--- src/dcm_defines.vh ---
/*
 * Constants of the drive command and mode selector: register indices,
 * field positions, reset values, mode codes and scaling figures.
 * Assumes inclusion by bare name from the selector's design files.
 */
`ifndef DCM_DEFINES_VH
`define DCM_DEFINES_VH

// ****************************************************************
// Register indices (byte address is four times the index)
// ****************************************************************
`define DCM_IDX_FULL_SCALE   12'h152
`define DCM_IDX_MODE         12'h101
`define DCM_IDX_STATUS       12'h180
`define DCM_IDX_W            12

// ****************************************************************
// Reset values and limits
// ****************************************************************
`define DCM_FULL_SCALE_RST   16'h0064
`define DCM_FULL_SCALE_MAX   16'h03E8
`define DCM_MODE_RST         8'h00

// ****************************************************************
// Scaling: input in millivolts, torque out in hundredths of a percent
// ****************************************************************
`define DCM_VIN_MAX_V        10
`define DCM_MV_PER_V         1000
`define DCM_CENTI_PER_PCT    100

// ****************************************************************
// Control mode codes
// ****************************************************************
`define DCM_CODE_PT          8'h00
`define DCM_CODE_PR          8'h01
`define DCM_CODE_S           8'h02
`define DCM_CODE_T           8'h03
`define DCM_CODE_SZ          8'h04
`define DCM_CODE_TZ          8'h05
`define DCM_CODE_PT_S        8'h06
`define DCM_CODE_PT_T        8'h07
`define DCM_CODE_PR_S        8'h08
`define DCM_CODE_PR_T        8'h09
`define DCM_CODE_S_T         8'h0A
`define DCM_CODE_PULSE_OR_STORED_DUAL       8'h0D
`define DCM_CODE_POSITION_OR_SPEED_MULTI     8'h0E
`define DCM_CODE_POSITION_OR_TORQUE_MULTI     8'h0F

// ****************************************************************
// Active operating mode encoding
// ****************************************************************
`define DCM_ACT_POS          2'h0
`define DCM_ACT_SPEED        2'h1
`define DCM_ACT_TORQUE       2'h2

// ****************************************************************
// Status register field positions
// ****************************************************************
`define DCM_ST_ACT_LSB       0
`define DCM_ST_STORED        2
`define DCM_ST_HOLD          3
`define DCM_ST_TGT_LSB       4
`define DCM_ST_SERVO         10
`define DCM_ST_TSEL_LSB      11

// ****************************************************************
// AXI responses
// ****************************************************************
`define DCM_RESP_OKAY        2'h0
`define DCM_RESP_SLVERR      2'h2

`endif

--- src/dcm_sync.v ---
/*
 * Three-stage input synchroniser with agreement filter, one lane per bit.
 * Assumes asynchronous inputs and a single clock with a freezing enable.
 */
`timescale 1ns/1ps

module dcm_sync #(
  parameter W = 1
) (
  // Clock and control
  input  wire         aclk,
  input  wire         aresetn,
  input  wire         ce,
  // Data
  input  wire [W-1:0] d,
  output wire [W-1:0] q
);

  genvar i;
  generate
    for (i = 0; i < W; i = i + 1) begin : g_lane
      reg s1_q;
      reg s2_q;
      reg s3_q;
      reg out_q;
      always @(posedge aclk) begin
        if (!aresetn) begin
          s1_q  <= 1'b0;
          s2_q  <= 1'b0;
          s3_q  <= 1'b0;
          out_q <= 1'b0;
        end else if (ce) begin
          s1_q <= d[i];
          s2_q <= s1_q;
          s3_q <= s2_q;
          // Change accepted only when the last two stages agree
          if (s2_q == s3_q) begin
            out_q <= s3_q;
          end
        end
      end
      assign q[i] = out_q;
    end
  endgenerate

endmodule // dcm_sync

--- src/dcm_top.v ---
/*
 * Command and mode selector of a servo drive: analog torque scaling,
 * single, dual and multiple control mode selection, trigger-latched
 * position targets, AXI4-Lite register access.
 * Assumes digital mode inputs arrive asynchronously from an external
 * controller; the analog sample and preset values are on aclk.
 */
// The AXI4-Lite slave port is this design's own decision.
`timescale 1ns/1ps
`include "dcm_defines.vh"

// How it works
// Full scale sets torque at 10 V
// Same full scale sets torque limit elsewhere
// Torque equals volts times full scale over ten
// Full scale 16 bit, 0..1000, default 100
// Zero variant zeroes first source, else analog
// Selected torque honoured only after servo enable
// Decode dual codes 06..0A into pairs
// Decode 0D, 0E, 0F position multi selections
// No zero variants in dual or multi modes
// Speed switch on: speed, trigger ignored
// Switch off: hold stopped until trigger rise
// Trigger rise latches target, starts move
// Switch back on returns to speed at once
// Pulse or stored table feeds position command
// Torque switch on: torque by torque selects
// Torque switch off: speed follows at once
// Torque switch on again: torque at once
// Nonzero torque selects pick internal preset
// Preset applied only after select change
// Inputs synchronised, trigger edge by samples
// Controller holds selects stable before trigger
module dcm_top (
  // Clock, reset, enable
  input  wire               aclk,
  input  wire               aresetn,
  input  wire               ce,
  // AXI4-Lite write address
  input  wire [13:0]        s_axi_awaddr,
  input  wire [2:0]         s_axi_awprot,
  input  wire               s_axi_awvalid,
  output wire               s_axi_awready,
  // AXI4-Lite write data
  input  wire [31:0]        s_axi_wdata,
  input  wire [3:0]         s_axi_wstrb,
  input  wire               s_axi_wvalid,
  output wire               s_axi_wready,
  // AXI4-Lite write response
  output wire [1:0]         s_axi_bresp,
  output wire               s_axi_bvalid,
  input  wire               s_axi_bready,
  // AXI4-Lite read address
  input  wire [13:0]        s_axi_araddr,
  input  wire [2:0]         s_axi_arprot,
  input  wire               s_axi_arvalid,
  output wire               s_axi_arready,
  // AXI4-Lite read data
  output wire [31:0]        s_axi_rdata,
  output wire [1:0]         s_axi_rresp,
  output wire               s_axi_rvalid,
  input  wire               s_axi_rready,
  // Digital inputs from the motion controller
  input  wire               servo_on,
  input  wire               speed_pos_switch,
  input  wire               speed_torque_switch,
  input  wire               torque_pos_switch,
  input  wire               pos_stored_switch,
  input  wire [1:0]         torque_select_inputs,
  input  wire [1:0]         speed_select_inputs,
  input  wire [5:0]         position_select_inputs,
  input  wire               position_trigger,
  // Analog sample and internal torque presets
  input  wire signed [15:0] analog_torque_mv,
  input  wire signed [15:0] torque_preset_1,
  input  wire signed [15:0] torque_preset_2,
  input  wire signed [15:0] torque_preset_3,
  // Command outputs
  output wire [1:0]         active_mode,
  output wire               pos_from_table,
  output wire               motor_hold,
  output wire [5:0]         target_index,
  output wire               target_start,
  output wire [1:0]         speed_cmd_select,
  output wire signed [23:0] torque_cmd,
  output wire               torque_is_limit
);

  // ****************************************************************
  // Input synchronisation
  // ****************************************************************
  wire [15:0] pins_s;

  dcm_sync #(
    .W (16)
  ) u_sync (
    .aclk    (aclk),
    .aresetn (aresetn),
    .ce      (ce),
    .d       ({servo_on, speed_pos_switch, speed_torque_switch,
                torque_pos_switch, pos_stored_switch, torque_select_inputs,
                speed_select_inputs, position_select_inputs,
                position_trigger}),
    .q       (pins_s)
  );

  wire       srv_s   = pins_s[15];
  wire       sp_s    = pins_s[14];
  wire       st_s    = pins_s[13];
  wire       tp_s    = pins_s[12];
  wire       ps_s    = pins_s[11];
  wire [1:0] tsel_s  = pins_s[10:9];
  wire [1:0] ssel_s  = pins_s[8:7];
  wire [5:0] psel_s  = pins_s[6:1];
  wire       trig_s  = pins_s[0];

  // ****************************************************************
  // Registers
  // ****************************************************************
  reg [15:0] full_scale_q;
  reg [7:0]  mode_code_q;

  // ****************************************************************
  // Mode decode
  // ****************************************************************
  // Result: {needs_trigger, zero_speed, zero_torque, stored, act[1:0]}
  function [5:0] decode_mode;
    input [7:0] code;
    input       sp;
    input       st;
    input       tp;
    input       ps;
    begin
      case (code)
        `DCM_CODE_PT:      decode_mode = {4'b0000, `DCM_ACT_POS};
        `DCM_CODE_PR:      decode_mode = {4'b0001, `DCM_ACT_POS};
        `DCM_CODE_S:       decode_mode = {4'b0000, `DCM_ACT_SPEED};
        `DCM_CODE_T:       decode_mode = {4'b0000, `DCM_ACT_TORQUE};
        `DCM_CODE_SZ:      decode_mode = {4'b0100, `DCM_ACT_SPEED};
        `DCM_CODE_TZ:      decode_mode = {4'b0010, `DCM_ACT_TORQUE};
        // Dual and multi codes never carry zero variants
        `DCM_CODE_PT_S:    decode_mode = sp ? {4'b1000, `DCM_ACT_SPEED}
                                            : {4'b1000, `DCM_ACT_POS};
        `DCM_CODE_PT_T:    decode_mode = tp ? {4'b1000, `DCM_ACT_TORQUE}
                                            : {4'b1000, `DCM_ACT_POS};
        `DCM_CODE_PR_S:    decode_mode = sp ? {4'b1001, `DCM_ACT_SPEED}
                                            : {4'b1001, `DCM_ACT_POS};
        `DCM_CODE_PR_T:    decode_mode = tp ? {4'b1001, `DCM_ACT_TORQUE}
                                            : {4'b1001, `DCM_ACT_POS};
        `DCM_CODE_S_T:     decode_mode = st ? {4'b0000, `DCM_ACT_TORQUE}
                                            : {4'b0000, `DCM_ACT_SPEED};
        `DCM_CODE_PULSE_OR_STORED_DUAL:   decode_mode = {3'b000, ps, `DCM_ACT_POS};
        `DCM_CODE_POSITION_OR_SPEED_MULTI: decode_mode = sp ? {4'b1000, `DCM_ACT_SPEED}
                                            : {3'b100, ps, `DCM_ACT_POS};
        `DCM_CODE_POSITION_OR_TORQUE_MULTI: decode_mode = tp ? {4'b1000, `DCM_ACT_TORQUE}
                                            : {3'b100, ps, `DCM_ACT_POS};
        // Unknown code falls back to plain speed
        default:           decode_mode = {4'b0000, `DCM_ACT_SPEED};
      endcase
    end
  endfunction

  wire [5:0] dec      = decode_mode(mode_code_q, sp_s, st_s, tp_s, ps_s);
  wire [1:0] act      = dec[1:0];
  wire       stored   = dec[2];
  wire       zero_t   = dec[3];
  wire       zero_s   = dec[4];
  wire       need_trg = dec[5];
  wire       in_pos   = (act == `DCM_ACT_POS);

  // ****************************************************************
  // Position trigger and target latch
  // ****************************************************************
  reg        trig_prev_q;
  reg        hold_q;
  reg [5:0]  target_q;
  reg        start_q;

  wire trig_rise = trig_s & ~trig_prev_q;

  always @(posedge aclk) begin
    if (!aresetn) begin
      trig_prev_q <= 1'b0;
      hold_q      <= 1'b1;
      target_q    <= 6'h00;
      start_q     <= 1'b0;
    end else if (ce) begin
      trig_prev_q <= trig_s;
      start_q     <= 1'b0;
      if (!in_pos) begin
        // Trigger is ignored outside position mode; rearm the hold
        hold_q <= 1'b1;
      end else if (trig_rise) begin
        // Target sampled here: selects must already be settled
        target_q <= psel_s;
        start_q  <= 1'b1;
        hold_q   <= 1'b0;
      end
    end
  end

  // ****************************************************************
  // Torque source selection
  // ****************************************************************
  reg [1:0] tsel_prev_q;
  reg [1:0] tsel_applied_q;

  always @(posedge aclk) begin
    if (!aresetn) begin
      tsel_prev_q    <= 2'h0;
      tsel_applied_q <= 2'h0;
    end else if (ce) begin
      tsel_prev_q <= tsel_s;
      if (tsel_s != tsel_prev_q) begin
        tsel_applied_q <= tsel_s;
      end
    end
  end

  // Product needs 33 bits: 16-bit signed sample times 17-bit signed full scale
  wire signed [32:0] scaled_prod = analog_torque_mv * $signed({1'b0, full_scale_q});
  // mV*pct/(10 V*1000 mV/V) percent, kept in hundredths of a percent
  wire signed [32:0] scale_div =
    $signed((`DCM_VIN_MAX_V * `DCM_MV_PER_V) / `DCM_CENTI_PER_PCT);
  wire signed [32:0] analog_centi = scaled_prod / scale_div;

  reg signed [15:0] preset_pct;
  always @* begin
    case (tsel_applied_q)
      2'h1:    preset_pct = torque_preset_1;
      2'h2:    preset_pct = torque_preset_2;
      2'h3:    preset_pct = torque_preset_3;
      default: preset_pct = 16'sh0000;
    endcase
  end

  wire signed [23:0] preset_centi = preset_pct * $signed(24'sd100);

  reg signed [23:0] torque_d;
  always @* begin
    if (!srv_s) begin
      torque_d = 24'sh000000;
    end else if (tsel_applied_q != 2'h0) begin
      torque_d = preset_centi;
    end else if (zero_t) begin
      torque_d = 24'sh000000;
    end else begin
      torque_d = analog_centi[23:0];
    end
  end

  reg signed [23:0] torque_q;
  reg               limit_q;
  reg [1:0]         act_q;
  reg               stored_q;
  reg               hold_out_q;
  reg [1:0]         ssel_q;

  always @(posedge aclk) begin
    if (!aresetn) begin
      torque_q   <= 24'sh000000;
      limit_q    <= 1'b0;
      act_q      <= `DCM_ACT_POS;
      stored_q   <= 1'b0;
      hold_out_q <= 1'b1;
      ssel_q     <= 2'h0;
    end else if (ce) begin
      torque_q   <= torque_d;
      limit_q    <= (act != `DCM_ACT_TORQUE);
      act_q      <= act;
      stored_q   <= stored;
      hold_out_q <= in_pos & need_trg & hold_q & ~trig_rise;
      // Zero speed variant never passes a select through
      ssel_q     <= (act == `DCM_ACT_SPEED && !zero_s) ? ssel_s : 2'h0;
    end
  end

  assign torque_cmd       = torque_q;
  assign torque_is_limit  = limit_q;
  assign active_mode      = act_q;
  assign pos_from_table   = stored_q;
  assign motor_hold       = hold_out_q;
  assign target_index     = target_q;
  assign target_start     = start_q;
  assign speed_cmd_select = ssel_q;

  // ****************************************************************
  // AXI4-Lite slave
  // ****************************************************************
  reg                  aw_have_q;
  reg [`DCM_IDX_W-1:0] aw_idx_q;
  reg                  w_have_q;
  reg [31:0]           wdata_q;
  reg [3:0]            wstrb_q;
  reg                  bvalid_q;
  reg [1:0]            bresp_q;
  reg                  rvalid_q;
  reg [1:0]            rresp_q;
  reg [31:0]           rdata_q;

  // Ready only while idle, so a single write and a single read at a time
  assign s_axi_awready = ce & ~aw_have_q & ~bvalid_q;
  assign s_axi_wready  = ce & ~w_have_q & ~bvalid_q;
  assign s_axi_arready = ce & ~rvalid_q;
  assign s_axi_bvalid  = bvalid_q;
  assign s_axi_bresp   = bresp_q;
  assign s_axi_rvalid  = rvalid_q;
  assign s_axi_rresp   = rresp_q;
  assign s_axi_rdata   = rdata_q;

  wire        aw_take = s_axi_awvalid & s_axi_awready;
  wire        w_take  = s_axi_wvalid & s_axi_wready;
  wire        do_wr   = aw_have_q & w_have_q & ~bvalid_q;
  wire [15:0] fs_new  = {wstrb_q[1] ? wdata_q[15:8] : full_scale_q[15:8],
                         wstrb_q[0] ? wdata_q[7:0]  : full_scale_q[7:0]};
  wire [7:0]  md_new  = wstrb_q[0] ? wdata_q[7:0] : mode_code_q;

  always @(posedge aclk) begin
    if (!aresetn) begin
      aw_have_q    <= 1'b0;
      aw_idx_q     <= {`DCM_IDX_W{1'b0}};
      w_have_q     <= 1'b0;
      wdata_q      <= 32'h00000000;
      wstrb_q      <= 4'h0;
      bvalid_q     <= 1'b0;
      bresp_q      <= `DCM_RESP_OKAY;
      full_scale_q <= `DCM_FULL_SCALE_RST;
      mode_code_q  <= `DCM_MODE_RST;
    end else if (ce) begin
      if (aw_take) begin
        aw_have_q <= 1'b1;
        aw_idx_q  <= s_axi_awaddr[13:2];
      end
      if (w_take) begin
        w_have_q <= 1'b1;
        wdata_q  <= s_axi_wdata;
        wstrb_q  <= s_axi_wstrb;
      end
      if (do_wr) begin
        aw_have_q <= 1'b0;
        w_have_q  <= 1'b0;
        bvalid_q  <= 1'b1;
        bresp_q   <= `DCM_RESP_OKAY;
        case (aw_idx_q)
          `DCM_IDX_FULL_SCALE: begin
            // Out of range value refused, old value kept
            if (fs_new > `DCM_FULL_SCALE_MAX) begin
              bresp_q <= `DCM_RESP_SLVERR;
            end else begin
              full_scale_q <= fs_new;
            end
          end
          `DCM_IDX_MODE: begin
            mode_code_q <= md_new;
          end
          default: begin
            bresp_q <= `DCM_RESP_SLVERR;
          end
        endcase
      end else if (bvalid_q && s_axi_bready) begin
        bvalid_q <= 1'b0;
      end
    end
  end

  wire [31:0] status_word = {19'h00000, tsel_applied_q, srv_s, target_q,
                             hold_out_q, stored_q, act_q};

  always @(posedge aclk) begin
    if (!aresetn) begin
      rvalid_q <= 1'b0;
      rresp_q  <= `DCM_RESP_OKAY;
      rdata_q  <= 32'h00000000;
    end else if (ce) begin
      if (s_axi_arvalid && s_axi_arready) begin
        rvalid_q <= 1'b1;
        rresp_q  <= `DCM_RESP_OKAY;
        case (s_axi_araddr[13:2])
          `DCM_IDX_FULL_SCALE: rdata_q <= {16'h0000, full_scale_q};
          `DCM_IDX_MODE:       rdata_q <= {24'h000000, mode_code_q};
          `DCM_IDX_STATUS:     rdata_q <= status_word;
          default: begin
            rdata_q <= 32'h00000000;
            rresp_q <= `DCM_RESP_SLVERR;
          end
        endcase
      end else if (rvalid_q && s_axi_rready) begin
        rvalid_q <= 1'b0;
      end
    end
  end

endmodule // dcm_top

--- config.mk ---
export PLATFORM = sky130hd
export DESIGN_NAME = dcm_top
export DESIGN_NICKNAME = d
export VERILOG_FILES = /design/src/dcm_sync.v /design/src/dcm_top.v
export VERILOG_INCLUDE_DIRS = /design/src
export SDC_FILE = /design/constraint.sdc
export NUM_CORES = 1
export LEC_CHECK = 0
export CORE_ASPECT_RATIO = 0.75
export CORE_UTILIZATION = 55
export CTS_CLUSTER_SIZE = 28
export DETAILED_ROUTE_END_ITERATION = 10
export DONT_BUFFER_PORTS = 1
export PLACE_DENSITY = 0.73
export SLEW_MARGIN = 5
export SYNTH_ARGS = -nofsm -noshare
export SYNTH_HDL_FRONTEND = slang
export SYNTH_HIERARCHICAL = 1
export SYNTH_SLANG_ARGS = --single-unit
export TNS_END_PERCENT = 1
--- constraint.sdc ---
create_clock -name aclk -period 28 [get_ports aclk]
set_input_delay 5.6 -clock aclk [delete_from_list [all_inputs] [get_ports aclk]]
set_output_delay 5.6 -clock aclk [all_outputs]
set_load 0.005 [all_outputs]
==> qor.csv, run 1 <==
metric,value,unit
crit_path_start,analog_torque_mv[4],
critPathSlowestCell,or4_4,
final_hold_viol_count,0,
synth_top_area_share,16.0,%
crit_path_end_kind,flop,
hold_path_depth,2,
r2r-end,torque_cmd[20]$_SDFFE_PN0P_,
place.port_buffers,0,
critical-path-max-stage-delay,0.56,ns
rr_startpoint,full_scale_q[9]$_SDFFE_PN0P_,
synthXorXnorAreaFrac,4.56,%
slew_headroom,14.4,%
drt_iter0_markers,2356,
min_to,wdata_q[10]$_SDFFE_PN0P_,
status,finished clean,
finalCritPeriodShare,99.0,%
finalClockSkew,0.00973,ns
crit_arrival,28.05,ns
htreeDepth,4,
ys_async_sr_fraction,0,%
pin_count,237,
final_max_slew_viol_count,0,
die-area,48300,µm²
timing.max_cap.violations,0,
min_from,wdata_q[10]$_SDFFE_PN0P_,
synthCells,3189,
drc,0,
first_global_vias,24900,
vias_per_cell,6.17,
rr_worst_depth,98,
ys_types,137,
crit_family,compound AO/OA/AOI/OAI gates,
synth_warnings,6,
num_vias,25700,
yosys.area.top_type,fa_1,
grt_overflow,0,
synth_edf_count,0,
muxShareOfSynthArea,5.45,%
synth_seq_area_share,14.1,%
post_synth.cell_area_avg,8.17,µm²
dieWidth,253,µm
place_congestion,0.956,
cts_tree,built,
synth-main-ff-cell,dfxtp_1,
crit_required,28.32,ns
antenna_found_initial,2,
cts_sinks,184,
ant_nets,0,
cp_max_fo,16,
die_h,191,µm
drt-wirelength-per-cell,19.8,µm
worst_setup_path_start_kind,primary input,
hp-class,flop to flop,
dp.final_hpwl,61900,µm
finalSetupTns,0,ns
synth_area,26100,µm²
drive_above_1_share,25.5,%
numCtsBuffers,17,
area_growth,22.7,%
synth_compound_area_share,22.6,%
cts-root-buf,clkbuf_16,
crit_buf_inv,22,
synth_simple_gate_area_share,20.8,%
ys_seq_elements,184,
final_nets,4063,
min_period,27.73,ns
fmax,0.0361,GHz
setup_violations,0,
synth_area_leaders,"fa_1 16%, dfxtp_1 14%, ha_1 8.4%, nand2_1 5.1%, inv_1 4.3%",
tightest_slew,1.27,ns
wirelength,82500,µm
clk_latency,0.43,ns
path_class,primary input to flop,
synth_adder_area_share,24.5,%
clkTransAtPathRegs,0.07,ns
core_area,46400,µm²
cts.path.max_buffers,2,
grt_pass1_wl,127000,µm
drtPass1Iterations,6,
rrSetupSlack,4.32,ns
grtUsageTotal,32.4,%
initial_core_util,56.2,%
cpMostUsedCell,buf_4,
grt_max_degree,104,
synth_top_family_by_area,adder cells,
rows,68,
[logic make-up (layout without fill, tap and decap cells)]
logic type | count (synthesis) | count (layout)
compound gates | 772 | 772
xor+xnor | 131 | 131
fa+ha+maj | 387 | 387
buf+inv | 480 | 809
flops | 184 | 184
mux | 135 | 135
other cells | 1 | 20
simple gates | 1099 | 1099
[worst max-delay path by stage]
stage                     slack (ns)                     endpoint  depth (start not counted)
after floorplan                 0.05  torque_cmd[16]$_SDFFE_PN0P_                         90
after global placement         -0.61  torque_cmd[20]$_SDFFE_PN0P_                         91
after detailed placement       -1.10  torque_cmd[20]$_SDFFE_PN0P_                         91
after CTS                       0.05  torque_cmd[20]$_SDFFE_PN0P_                         88
after global routing           -0.44  torque_cmd[20]$_SDFFE_PN0P_                        100
final                           0.27  torque_cmd[20]$_SDFFE_PN0P_                         99
[timing repair]
action,4_1_cts,5_1_grt
pin swaps,16,198
endpoints found under the setup margin,13,24
resized for setup,32,329
buffers inserted,6,73
hold buffers,0,0
cloned,0,1
[tightest hold or removal path, delay by kind of cell, from the launching register on]
family	cells	cell delay, ns
flops	1	0.31
simple gates	1	0.05
compound gates	1	0.05
[cells in the final DEF, fill, tap and decap left out, drive strengths merged, types with 16 or more instances in the layout]
master  instances
a211oi         29
a21o           29
a21oi         198
a221oi         17
a22o           27
a22oi          30
a31oi          41
and2          154
and3           24
buf           472
clkbuf         18
conb           18
dfxtp         184
fa            208
ha            174
inv           308
mux2           31
mux2i         104
nand2         352
nand2b         24
nand3          75
nand4          18
nor2          258
nor2b          33
nor3           57
nor4           18
o211a          19
o211ai         34
o21ai         106
o31ai          20
o32ai          21
or2            16
or3            21
xnor2          93
xor2           38
[Yosys cell counts (18+ instances only)]
cell and instances:
mux2i_1 100, a21o_1 28, nor2_1 256, nand3_1 74, o21ai_1 34, a22o_1 27, buf_2 23, nor3_1 54
a31oi_1 36, inv_1 302, clkbuf_1 93, a22oi_1 25, mux2_2 27, xor2_1 38, o211ai_1 31, nor2b_1 27
ha_1 174, xnor2_1 89, and2_1 154, and3_1 24, nand2b_1 24, a211oi_1 24, fa_1 208, nand4_1 18
or3_1 20, nand2_1 352, buf_4 37, o21ai_0 67, dfxtp_1 184, a21oi_1 193
[through the flow]
| step | hold slack (ns) | std cells | worst slack [ns] | utilization, % | area, µm² |
|---|---|---|---|---|---|
| 5_1_grt | 0.479 | 4166 | -0.445 | 69.0 | 32000 |
| 2_1_floorplan | 0.429 | 3206 | 0.0475 | - | 26100 |
| 4_1_cts | 0.456 | 4091 | 0.0536 | 64.2 | 29800 |
| 6_report | 0.458 | 4167 | 0.270 | 69.0 | 32000 |
| 3_5_place_dp | 0.447 | 4054 | -1.10 | 62.5 | 29000 |
| 3_3_place_gp | 0.437 | 4054 | -0.611 | 62.5 | 29000 |
[registers in the layout (all words and copies together), names as in the netlist, 2 cells and up]
| signal | cells |
|---|---|
| u_sync/g_lane.s1_q | 16 |
| active_mode | 2 |
| mode_code_q | 8 |
| wdata_q | 16 |
| tsel_prev_q | 2 |
| full_scale_q | 16 |
| speed_cmd_select | 2 |
| u_sync/g_lane.s3_q | 16 |
| s_axi_rdata | 16 |
| wstrb_q | 2 |
| aw_idx_q | 12 |
| target_index | 6 |
| u_sync/g_lane.out_q | 16 |
| torque_cmd | 24 |
| tsel_applied_q | 2 |
| u_sync/g_lane.s2_q | 16 |
[final cells by class]
cell class	instances	area [µm²]
diodes	2	5.00
clock buffers	18	429
clock inverters	13	171
fillers	3594	14400
inverters	306	1150
multi-input cells	2542	22100
flip-flops and latches	184	3680
well taps	630	788
repair buffers	472	3630
[per-layer routing]
| metal | track usage, % | share of wire, % |
|---|---|---|
| met1 | 44.9 | 43 |
| met2 | 51.3 | 46 |
| met3 | 5.98 | 8.3 |
| met4 | 9.49 | 2.4 |
| met5 | 0 | 0.015 |
Power of run 1 is not shown: default switching activity piles up to over one toggle a cycle in this logic, so the estimate is an artifact.
==> run 2, diff against run 1 <==
Settings changed: CORE_UTILIZATION 55 to 29, PLACE_DENSITY 0.73 to not set.
==> qor.csv, run 2 (same netlist as run 1, synthesis figures left out) <==
metric,value,unit
final_nets,4122,
final_max_slew_viol_count,0,
grt_overflow,0,
finalWorstSetupSlack,0.401,ns
crit_arrival,27.93,ns
final_common_cell,buf_4,
pin_count,237,
cts_sinks,184,
die-area,91100,µm²
antenna_found_initial,2,
fmax,0.0362,GHz
cts.path.max_buffers,2,
min_period,27.60,ns
cts-root-buf,clkbuf_16,
grt_pass1_wl,127000,µm
wirelength,81000,µm
dieWidth,348,µm
critPathSlowestCell,fa_1,
dp.final_hpwl,63000,µm
status,finished clean,
cp_max_fo,10,
largest_register_ffs,24,
place_inst,4707,
drt_iter0_markers,1860,
final_hold_viol_count,0,
die_h,262,µm
setup_violations,0,
first_global_vias,23400,
clk_latency,0.45,ns
min_from,aw_idx_q[7]$_SDFFE_PN0P_,
num_vias,24700,
clkTransAtPathRegs,0.08,ns
hp-class,flop to flop,
pre_cts_ws,-0.778,ns
drc,0,
drt-wirelength-per-cell,16.9,µm
critical-path-max-stage-delay,0.58,ns
slew_headroom,14.5,%
rsz0062_at_grt,true,
grt_max_degree,104,
min_to,aw_idx_q[7]$_SDFFE_PN0P_,
vias_per_cell,5.16,
crit_required,28.33,ns
rr_worst_depth,96,
ant_nets,0,
path_class,primary input to flop,
timing.max_cap.violations,0,
rrSetupSlack,4.45,ns
crit_path_end_kind,flop,
cpMostUsedCell,buf_4,
cts_tree,built,
place_congestion,0.889,
hold_path_depth,2,
place.port_buffers,0,
initial_core_util,29.5,%
finish.utilization,37.0,%
core_area,88300,µm²
worst_setup_path_start_kind,primary input,
rows,94,
finalCritPeriodShare,98.6,%
layout.cells.non_filler,4796,
r2r-end,torque_cmd[20]$_SDFFE_PN0P_,
fillers,9063,
htreeDepth,4,
mostFrequentLayoutCells,"515 x buf_4, 342 x nand2_1, 302 x inv_1, 246 x nor2_1, 206 x fa_1",
area_growth,25.3,%
finalClockSkew,0.0148,ns
drtPass1Iterations,8,
tightest_slew,1.27,ns
grtUsageTotal,17.1,%
rr_startpoint,full_scale_q[7]$_SDFFE_PN0P_,
numCtsBuffers,17,
drive_above_1_share,25.2,%
[run 2: cell types whose count changed in the layout (fill, tap and decap cells not counted), sizes merged]
| cell | before | now |
|---|---|---|
| buf | 472 | 531 |
| clkinv | 7 | 11 |
| clkbuf | 18 | 17 |
| inv | 308 | 310 |
| diode | 2 | 1 |
| bufinv | 3 | 0 |
| clkinvlp | 1 | 0 |
[run 2: cell type report]
type / instances / area, µm² / area share (%)
Sequential cell: 184 / 3680 / 11.3
Inverter: 306 / 1150 / 3.53
Antenna cell: 1 / 2.50 / 0.00766
Clock inverter: 15 / 176 / 0.540
Clock buffer: 17 / 425 / 1.30
Tap cell: 1200 / 1500 / 4.60
Multi-Input combinational cell: 2542 / 21600 / 66.3
Timing Repair Buffer: 531 / 4060 / 12.4
[run 2: worst max-delay path by stage]
stage | endpoint | start | cells after the start | slack (ns)
2_1_floorplan | torque_cmd[16]$_SDFFE_PN0P_ | analog_torque_mv[9] | 90 | 0.05
3_3_place_gp | torque_cmd[20]$_SDFFE_PN0P_ | analog_torque_mv[12] | 95 | -0.81
3_5_place_dp | torque_cmd[20]$_SDFFE_PN0P_ | analog_torque_mv[12] | 94 | -0.78
4_1_cts | torque_cmd[20]$_SDFFE_PN0P_ | analog_torque_mv[12] | 92 | 0.007
5_1_grt | torque_cmd[20]$_SDFFE_PN0P_ | analog_torque_mv[6] | 95 | -0.36
6_report | torque_cmd[20]$_SDFFE_PN0P_ | analog_torque_mv[15] | 94 | 0.40
[run 2: stage by stage]
stage	setup TNS, ns	instance area, µm²	hold slack (ns)
floorplan	0	26100	0.429
global placement	-8.12	30300	0.444
detailed placement	-7.50	30300	0.446
CTS	0	31000	0.458
global route	-2.89	32700	0.481
finish	0	32700	0.457
[run 2: metal layers]
| layer | GRT usage [%] | share of wire, % |
|---|---|---|
| met5 | 0 | 0 |
| met2 | 27.2 | 45 |
| met3 | 3.27 | 6.8 |
| met4 | 3.35 | 1.7 |
| met1 | 24.0 | 47 |
[run 2: critical path: cells and delay by family]
kind	cells	cell delay, ns
muxes	4	1.05
AOI/OAI and AO/OA	38	8.30
and+or+nand+nor	24	5.87
buffers and inverters	15	2.16
xor gates and xnor gates	3	0.62
adders and majority gates	10	4.25
[run 2: timing repair]
action,4_1_cts,5_1_grt
hold buffers,0,0
setup buffers,2,54
pin swaps,4,140
endpoints found under the setup margin,10,24
gates resized for setup,16,240
Power of run 2 is left out for the same reason.
